### config.mk
export PLATFORM = sky130hd
export DESIGN_NAME = dpm_top
export DESIGN_NICKNAME = d
export VERILOG_FILES = /design/src/dpm_pkg.sv /design/src/dpm_monitor.sv /design/src/dpm_top.sv
export VERILOG_INCLUDE_DIRS = /design/src /design/src/src
export SDC_FILE = /design/constraint.sdc
export NUM_CORES = 1
export LEC_CHECK = 0
export ABC_AREA = 1
export ABC_CLOCK_PERIOD_IN_PS = 10250
export BUFFER_PORTS_ARGS = -buffer_cell sky130_fd_sc_hd__buf_2
export CORE_ASPECT_RATIO = 1.5
export CORE_MARGIN = 10
export CORE_UTILIZATION = 40
export DETAILED_ROUTE_END_ITERATION = 10
export GPL_ROUTABILITY_DRIVEN = 1
export PLACE_DENSITY = 0.58
export SYNTH_ARGS = -nofsm -noshare
export SYNTH_HDL_FRONTEND = slang
export SYNTH_SLANG_ARGS = --single-unit
### constraint.sdc
create_clock -name clk_i -period 10.25 [get_ports clk_i]
set_input_delay 0 -clock clk_i [delete_from_list [all_inputs] [get_ports clk_i]]
set_output_delay 0 -clock clk_i [all_outputs]
set_load 0.02 [all_outputs]
### src/dpm_defines.svh
// Purpose: Offsets, field positions, reset values and widths of the DMA performance monitor.
// Assumes: APB byte addresses, one 32-bit word per register.
// Notes:   Definitions only.
`ifndef DPM_DEFINES_SVH
`define DPM_DEFINES_SVH
`define DPM_ADDR_W          12
`define DPM_OFF_CONTROL     12'h800
`define DPM_OFF_M0_WDATA    12'h810
`define DPM_OFF_M0_WSTALL   12'h814
`define DPM_OFF_M0_WLAT     12'h818
`define DPM_OFF_M1_RDATA    12'h81c
`define DPM_OFF_M1_RSTALL   12'h820
`define DPM_OFF_M1_RLAT     12'h824
`define DPM_BIT_EN0         0
`define DPM_BIT_EN1         1
`define DPM_BIT_OF0         4
`define DPM_BIT_OF1         5
`define DPM_BIT_RES0        8
`define DPM_BIT_RES1        9
`define DPM_CH0_LSB         16
`define DPM_CH1_LSB         24
`define DPM_CH_W            6
`define DPM_CNT_W           32
`define DPM_LAT_W           16
`define DPM_RESET_WORD      32'h00000000
`define DPM_CONTROL_MASK    32'h3f3f0033
`endif

### src/dpm_pkg.sv
// Purpose: Types shared by the performance monitor files.
// Assumes: Constants come from dpm_defines.svh.
// Notes:   Holds types only.
`default_nettype none
`include "dpm_defines.svh"
package dpm_pkg;
    typedef logic [`DPM_CNT_W-1:0] dpm_count_type;
    typedef logic [`DPM_LAT_W-1:0] dpm_lat_type;
    typedef enum logic [1:0] {
        DPM_IDLE = 2'b01,
        DPM_WAIT = 2'b10
    } dpm_lat_state_type;
endpackage
`default_nettype wire

### src/dpm_monitor.sv
// Purpose: One performance monitor: data, stall and maximum initiation wait counters.
// Assumes: Event inputs are on clk_i and already qualified by channel and direction.
// Notes:   Clear, freeze and overflow reset act on all three counters together.
`default_nettype none
`include "dpm_defines.svh"
module dpm_monitor (
    input  wire logic                   clk_i,
    input  wire logic                   reset_i,
    input  wire logic                   enable_i,
    input  wire logic                   freeze_mode_i,
    input  wire logic                   clear_i,
    input  wire logic                   data_cycle_i,
    input  wire logic                   stall_cycle_i,
    input  wire logic                   request_i,
    input  wire logic                   start_i,
    output dpm_pkg::dpm_count_type      data_count_o,
    output dpm_pkg::dpm_count_type      stall_count_o,
    output dpm_pkg::dpm_lat_type        max_wait_o
);
    dpm_pkg::dpm_count_type    next_data_count;
    dpm_pkg::dpm_count_type    next_stall_count;
    dpm_pkg::dpm_lat_type      max_wait;
    dpm_pkg::dpm_lat_type      next_max_wait;
    dpm_pkg::dpm_lat_type      wait_count;
    dpm_pkg::dpm_lat_type      next_wait_count;
    dpm_pkg::dpm_lat_state_type state;
    dpm_pkg::dpm_lat_state_type next_state;
    logic                      frozen;
    logic                      next_frozen;
    logic                      data_wrap;
    logic                      stall_wrap;
    logic                      wait_full;

    assign max_wait_o = max_wait;
    assign data_wrap  = data_cycle_i && (data_count_o == {`DPM_CNT_W{1'b1}});
    assign stall_wrap = stall_cycle_i && (stall_count_o == {`DPM_CNT_W{1'b1}});
    assign wait_full  = (wait_count == {`DPM_LAT_W{1'b1}});

    // Next values; freeze holds everything so software reads a coherent snapshot.
    always_comb begin
        next_data_count  = data_count_o;
        next_stall_count = stall_count_o;
        next_max_wait    = max_wait;
        next_wait_count  = wait_count;
        next_state       = state;
        next_frozen      = frozen;
        if (clear_i) begin
            next_data_count  = '0;
            next_stall_count = '0;
            next_max_wait    = '0;
            next_wait_count  = '0;
            next_state       = dpm_pkg::DPM_IDLE;
            next_frozen      = 1'b0;
        end else if (enable_i && !frozen) begin
            if ((data_wrap || stall_wrap) && freeze_mode_i) begin
                next_frozen = 1'b1;
            end else if (data_wrap || stall_wrap) begin
                next_data_count  = '0;
                next_stall_count = '0;
                next_max_wait    = '0;
                next_wait_count  = '0;
                next_state       = dpm_pkg::DPM_IDLE;
            end else begin
                if (data_cycle_i) begin
                    next_data_count = data_count_o + 1'b1;
                end
                if (stall_cycle_i) begin
                    next_stall_count = stall_count_o + 1'b1;
                end
                case (state)
                    dpm_pkg::DPM_IDLE: begin
                        next_wait_count = '0;
                        if (request_i && !start_i) begin
                            next_state      = dpm_pkg::DPM_WAIT;
                            next_wait_count = {{(`DPM_LAT_W-1){1'b0}}, 1'b1};
                        end
                    end
                    dpm_pkg::DPM_WAIT: begin
                        if (start_i) begin
                            next_state = dpm_pkg::DPM_IDLE;
                            if (wait_count > max_wait) begin
                                next_max_wait = wait_count;
                            end
                        end else if (!wait_full) begin
                            next_wait_count = wait_count + 1'b1;
                        end
                    end
                    default: begin
                        next_state = dpm_pkg::DPM_IDLE;
                    end
                endcase
            end
        end
    end

    // State registers.
    always_ff @(posedge clk_i or posedge reset_i) begin
        if (reset_i) begin
            data_count_o  <= '0;
            stall_count_o <= '0;
            max_wait      <= '0;
            wait_count    <= '0;
            state         <= dpm_pkg::DPM_IDLE;
            frozen        <= 1'b0;
        end else begin
            data_count_o  <= next_data_count;
            stall_count_o <= next_stall_count;
            max_wait      <= next_max_wait;
            wait_count    <= next_wait_count;
            state         <= next_state;
            frozen        <= next_frozen;
        end
    end
endmodule
`default_nettype wire

### src/dpm_top.sv
// Purpose: APB register block holding two DMA performance monitors.
// Assumes: DMA channel events arrive on clk_i, which is the fast DMA bus clock.
// Notes:   Monitor 0 observes writes, monitor 1 observes reads of the selected channel.
//
// Summary of operation
// - Latency register keeps the largest initiation wait since that monitor's last clear.
// - Wait is counted one per cycle of the fast DMA bus clock.
// - Wait counter saturates at all ones, never wraps.
// - Each monitor's latency cleared by writing its counter-clear bit or by an overflow reset.
// - Data register counts data cycles of the channel since the last clear.
// - Stall register counts stalled cycles of the channel since the last clear.
// - Writing one to a clear bit clears that monitor; it reads zero.
// - Overflow resets the monitor, or freezes it when freeze mode is set.
// - A monitor counts only while its enable bit is one.
//
// Register access over APB was left to the implementer.
`default_nettype none
`include "dpm_defines.svh"
module dpm_top (
    input  wire logic                   clk_i,
    input  wire logic                   reset_i,
    input  wire logic                   psel_i,
    input  wire logic                   penable_i,
    input  wire logic                   pwrite_i,
    input  wire logic [11:0]            paddr_i,
    input  wire logic [31:0]            pwdata_i,
    output logic      [31:0]            prdata_o,
    output logic                        pready_o,
    output logic                        pslverr_o,
    input  wire logic [11:0]            ch_data_cycle_i,
    input  wire logic [11:0]            ch_stall_cycle_i,
    input  wire logic [11:0]            ch_request_i,
    input  wire logic [11:0]            ch_start_i,
    input  wire logic [11:0]            ch_is_write_i
);
    logic [31:0]             control;
    logic [31:0]             next_control;
    logic [31:0]             next_prdata;
    logic                    next_pslverr;
    logic                    wr_en;
    logic                    rd_en;
    logic                    hit;
    logic [1:0]              clear;
    logic [5:0]              sel0;
    logic [5:0]              sel1;
    logic                    m0_data;
    logic                    m0_stall;
    logic                    m0_req;
    logic                    m0_start;
    logic                    m1_data;
    logic                    m1_stall;
    logic                    m1_req;
    logic                    m1_start;
    dpm_pkg::dpm_count_type  m0_data_count;
    dpm_pkg::dpm_count_type  m0_stall_count;
    dpm_pkg::dpm_lat_type    m0_wait;
    dpm_pkg::dpm_count_type  m1_data_count;
    dpm_pkg::dpm_count_type  m1_stall_count;
    dpm_pkg::dpm_lat_type    m1_wait;

    // Zero wait states: every access completes in its first access cycle.
    assign pready_o = 1'b1;
    assign wr_en    = psel_i && penable_i && pwrite_i;
    assign rd_en    = psel_i && !penable_i && !pwrite_i; // Setup cycle of a read; data registers at its end.
    assign sel0     = control[`DPM_CH0_LSB +: `DPM_CH_W];
    assign sel1     = control[`DPM_CH1_LSB +: `DPM_CH_W];
    // The clear bits are write strobes and are never stored, so they read zero.
    assign clear[0] = wr_en && (paddr_i == `DPM_OFF_CONTROL) && pwdata_i[`DPM_BIT_RES0];
    assign clear[1] = wr_en && (paddr_i == `DPM_OFF_CONTROL) && pwdata_i[`DPM_BIT_RES1];

    // Channel selection; an out-of-range channel number simply observes nothing.
    // Both monitors pointing at one channel is left to software.
    always_comb begin
        m0_data  = 1'b0;
        m0_stall = 1'b0;
        m0_req   = 1'b0;
        m0_start = 1'b0;
        m1_data  = 1'b0;
        m1_stall = 1'b0;
        m1_req   = 1'b0;
        m1_start = 1'b0;
        if (sel0 < 6'h0c) begin
            m0_data  = ch_data_cycle_i[sel0[3:0]] && ch_is_write_i[sel0[3:0]];
            m0_stall = ch_stall_cycle_i[sel0[3:0]] && ch_is_write_i[sel0[3:0]];
            m0_req   = ch_request_i[sel0[3:0]] && ch_is_write_i[sel0[3:0]];
            m0_start = ch_start_i[sel0[3:0]] && ch_is_write_i[sel0[3:0]];
        end
        if (sel1 < 6'h0c) begin
            m1_data  = ch_data_cycle_i[sel1[3:0]] && !ch_is_write_i[sel1[3:0]];
            m1_stall = ch_stall_cycle_i[sel1[3:0]] && !ch_is_write_i[sel1[3:0]];
            m1_req   = ch_request_i[sel1[3:0]] && !ch_is_write_i[sel1[3:0]];
            m1_start = ch_start_i[sel1[3:0]] && !ch_is_write_i[sel1[3:0]];
        end
    end

    // Control register write and read mux.
    always_comb begin
        next_control = control;
        next_prdata  = 32'h00000000;
        next_pslverr = 1'b0;
        hit          = 1'b1;
        if (wr_en && (paddr_i == `DPM_OFF_CONTROL)) begin
            next_control = pwdata_i & `DPM_CONTROL_MASK;
        end
        case (paddr_i)
            `DPM_OFF_CONTROL:   next_prdata = control;
            `DPM_OFF_M0_WDATA:  next_prdata = m0_data_count;
            `DPM_OFF_M0_WSTALL: next_prdata = m0_stall_count;
            `DPM_OFF_M0_WLAT:   next_prdata = {16'h0000, m0_wait};
            `DPM_OFF_M1_RDATA:  next_prdata = m1_data_count;
            `DPM_OFF_M1_RSTALL: next_prdata = m1_stall_count;
            `DPM_OFF_M1_RLAT:   next_prdata = {16'h0000, m1_wait};
            default: begin
                next_prdata = 32'h00000000;
                hit         = 1'b0;
            end
        endcase
        if (!rd_en) begin
            next_prdata = 32'h00000000;
        end
        if (psel_i && !penable_i) begin
            next_pslverr = 1'b0;
        end
        // Latency registers are writable in name only: writes are ignored so the maximum stays honest.
        if (psel_i && penable_i && !hit) begin
            next_pslverr = 1'b1;
        end
    end

    // Read data is captured at the end of the setup cycle, so it stands for the whole access cycle.
    // The snapshot is one cycle older than the access; counts only grow between clears and overflow resets.
    always_ff @(posedge clk_i or posedge reset_i) begin
        if (reset_i) begin
            control  <= `DPM_RESET_WORD;
            prdata_o <= 32'h00000000;
        end else begin
            control  <= next_control;
            prdata_o <= next_prdata;
        end
    end

    // The error answer is a handshake output and comes straight from the decode.
    assign pslverr_o = next_pslverr;

    dpm_monitor u_mon0 (
        .clk_i         (clk_i),
        .reset_i       (reset_i),
        .enable_i      (control[`DPM_BIT_EN0]),
        .freeze_mode_i (control[`DPM_BIT_OF0]),
        .clear_i       (clear[0]),
        .data_cycle_i  (m0_data),
        .stall_cycle_i (m0_stall),
        .request_i     (m0_req),
        .start_i       (m0_start),
        .data_count_o  (m0_data_count),
        .stall_count_o (m0_stall_count),
        .max_wait_o    (m0_wait)
    );

    dpm_monitor u_mon1 (
        .clk_i         (clk_i),
        .reset_i       (reset_i),
        .enable_i      (control[`DPM_BIT_EN1]),
        .freeze_mode_i (control[`DPM_BIT_OF1]),
        .clear_i       (clear[1]),
        .data_cycle_i  (m1_data),
        .stall_cycle_i (m1_stall),
        .request_i     (m1_req),
        .start_i       (m1_start),
        .data_count_o  (m1_data_count),
        .stall_count_o (m1_stall_count),
        .max_wait_o    (m1_wait)
    );
endmodule
`default_nettype wire
==> reports/qor.yml <==
wirelength_um: 67800
port_buffers: 127
grt_use_total_pct: 23.9
dieWidth_um: 195
die_h_um: 283
whs_ns: 0.0668
ys_ff_latch: 246
min-delay-start: "psel_i"
hold_class: "in2reg"
crit_top_cell: "nand2_1"
reg2reg_depth: 12
drc_errors: 0
dr.pass1.iters: 6
setup_viol: 0
holdPathStages: 4
finalCritPeriodShare_pct: 44.4
status: "finished, final reports clean"
wire_per_inst_um: 19.9
regToRegEndpoint: "u_mon1.stall_count_o[1]$_DFFE_PP0P_"
clk_pin_slew_worst_paths_ns: 0.07
cts_root_buf: "clkbuf_16"
async_flop_share_pct: 100
synth_cell_types: 53
path_class: "reg2reg"
yosysTopAreaCell: "dfrtp_1"
hold_violations: 0
dp_cells: 3331
grt_pass1_wl_um: 106000
synth_edf_count: 0
cp.arrival_ns: 5.06
endpoint_kind: "flip-flop"
maxSlewViolCount: 0
synth.most_common_cell: "nand2_1"
worstSetupStartpointType: "flip-flop"
cap_violations: 0
ys_warn_count: 0
netlist_top_cells_count: "nand2_1 (817), nand3_1 (266), nor2_1 (259), dfrtp_1 (244), inv_1 (239)"
dp_hpwl_um: 50500
grt_antenna_before_repair: 0
rsz0062_at_grt: "false"
finalSetupTns_ns: 0
ir_worst_vdd_v: 0.000109
synth_area_leaders: "dfrtp_1 (33%), nand2_1 (17%), nand3_1 (7.2%)"
fmax_mhz: 220
cpPeakStageDelay_ns: 0.92
synth_top_cell_area_share_pct: 33.2
cpMaxStageDelayCell: "nand3_2"
grt_pass1_vias: 17900
place.gp.congestion: 1.03
final_area_um2: 20300
drive_gt1_share_pct: 10.5
clk_path_buf_depth: 3
path_cells: "inv_2 > nand3_1 > nand2_1 > nand2_1 > nand3_1 > nand4_4 > nand2_4 > inv_2 > nand3_2 > nand3_2 > nand2_1 > nand2_1"
grt-ovfl-total: 0
post_dp_cell_area_um2: 19100
r2r_slack_ns: 5.70
required_ns: 10.75
cts_tree: "yes"
ant_nets: 0
cts_setup_buffers: 0
clk_latency_ns: 0.57
max_slew_margin_pct: 32.9
vias_per_cell: 5.47
skew_ns: 0.0166
ys_seq_area_share_pct: 33.5
rr_startpoint: "control[25]$_DFFE_PP0N_"
drt-initial-drc-count: 1575
crit_fanout: 33
htree_num_levels: 1
std_cell_rows: 96
ioPinCount: 143
min_period_ns: 4.55
min_to: "prdata_o[2]$_DFF_PP0_"
n_antenna_cell: 0
power.density_nw_per_um2: 110
p_leak_uw: 0.00901
ys.flop_type: "dfrtp_1"
postSynthCellCount: 2736
initial_utilization_pct: 40.3
die-area_um2: 55100
core_um2: 45600
dr_total_vias: 18600
netlist_area_um2: 18400
avgSynthCellArea_um2: 6.72
fin_nets: 2942
grt_max_degree: 118
synth_fp_nets: 2887
clkSinkCount: 246
worstMarginPinSlew_ns: 0.996
numCtsBuffers: 27
syn2layout_area_growth_pct: 10.2
final_cells: 3400
[cell usage in the layout, fill, tap and decap left out, types with 8 or more instances in the layout]
cell	synthesis	layout
nand2_2	9	9
o21ai_1	68	68
inv_2	23	24
nor2_2	11	11
clkbuf_8	0	8
dfrtp_1	244	244
nor3_1	173	173
inv_1	239	237
nand2_4	8	8
buf_4	18	15
nand3_1	266	266
o21ai_0	75	75
nand2_1	817	817
clkbuf_16	0	27
xor2_1	101	101
buf_2	60	127
a31oi_1	9	9
o22ai_1	36	36
nand4_1	59	59
ha_1	42	42
a21oi_1	46	46
nand3_2	32	32
dlygate4sd3_1	0	19
xnor2_1	20	20
nor2_1	259	259
[flip-flops by register name, summed over array words and instances, names as in the netlist]
name                  cells
u_mon1.stall_count_o     32
u_mon0.stall_count_o     32
u_mon0.state              2
u_mon1.state              2
u_mon0.data_count_o      32
prdata_o                 32
u_mon1.max_wait_o        16
u_mon1.frozen             1
control                  16
u_mon0.wait_count        16
u_mon0.max_wait_o        16
u_mon1.data_count_o      32
u_mon0.frozen             1
u_mon1.wait_count        16
[cell type report]
cell class                      count  area, um2
Fill cell                        4780      25400
Multi-Input combinational cell   2091      10500
Sequential cell                   246       6160
Inverter                          264       1000
Timing Repair Buffer              161        938
Clock buffer                       38        797
Tap cell                          588        736
Clock inverter                     12        153
[per-layer routing]
metal  GRT usage [%]  routed length (um)  vias to the layer above  part of all wire (%)
met4            12.7                3880                        0                   5.7
met1            28.5               27300                     8733                    40
met2            41.3               32500                      713                    48
met3            3.00                4160                      159                   6.1
li1                -                   -                     9004                     -
met5               0                   0                        -                     0
[worst max path at each step]
| stage | end | depth (start not counted) | start | slack (ns) |
|---|---|---|---|---|
| 3_3_place_gp | u_mon1.stall_count_o[18]$_DFFE_PP0P_ | 12 | control[25]$_DFFE_PP0N_ | 5.88 |
| 4_1_cts | u_mon1.stall_count_o[1]$_DFFE_PP0P_ | 12 | control[25]$_DFFE_PP0N_ | 5.84 |
| 3_5_place_dp | u_mon1.stall_count_o[1]$_DFFE_PP0P_ | 12 | control[25]$_DFFE_PP0N_ | 5.84 |
| 6_report | u_mon1.stall_count_o[1]$_DFFE_PP0P_ | 12 | control[25]$_DFFE_PP0N_ | 5.70 |
| 5_1_grt | u_mon1.stall_count_o[0]$_DFFE_PP0P_ | 12 | control[25]$_DFFE_PP0N_ | 5.44 |
| 2_1_floorplan | control[0]$_DFFE_PP0N_ | 1 | reset_i | 3.50 |
[power breakdown]
| part | total, uW | internal (uW) | leakage [uW] | switching (uW) |
|---|---|---|---|---|
| sequential | 985 | 979 | 0.00337 | 6.29 |
| combinational | 184 | 54.1 | 0.00518 | 130 |
| clock | 1060 | 619 | 0.000457 | 441 |
[timing repair]
| item | CTS | global route |
|---|---|---|
| hold endpoints to repair | 133 | 0 |
| hold buffers | 19 | 0 |
| resized for setup | 0 | 0 |
[stage by stage]
| stage | power [uW] | worst slack (ns) | util (%) |
|---|---|---|---|
| after floorplan | 1130 | 3.50 | - |
| after global placement | 1180 | 5.88 | 41.9 |
| after detailed placement | 1180 | 5.84 | 41.9 |
| after CTS | 2250 | 5.84 | 44.4 |
| after global routing | 2310 | 5.44 | 44.4 |
| final | 2230 | 5.70 | 44.4 |
[critical path, delay by kind of cell, from the launching register on]
family | cells | cell delay (ns)
buf+inv | 2 | 0.83
flops | 1 | 0.79
simple gates | 10 | 2.83
[logic make-up after synthesis]
| family | Yosys count | synth area share (%) |
|---|---|---|
| XOR/XNOR | 121 | 5.76 |
| AND/OR/NAND/NOR | 1667 | 40.6 |
| AO/OA/AOI/OAI | 260 | 7.87 |
| adder cells (fa/ha/maj) | 42 | 2.86 |
| buffers and inverters | 399 | 9.46 |
| flip-flops | 246 | 33.5 |
| other | 1 | 0.0204 |
Power figures use the tool's default switching activity.
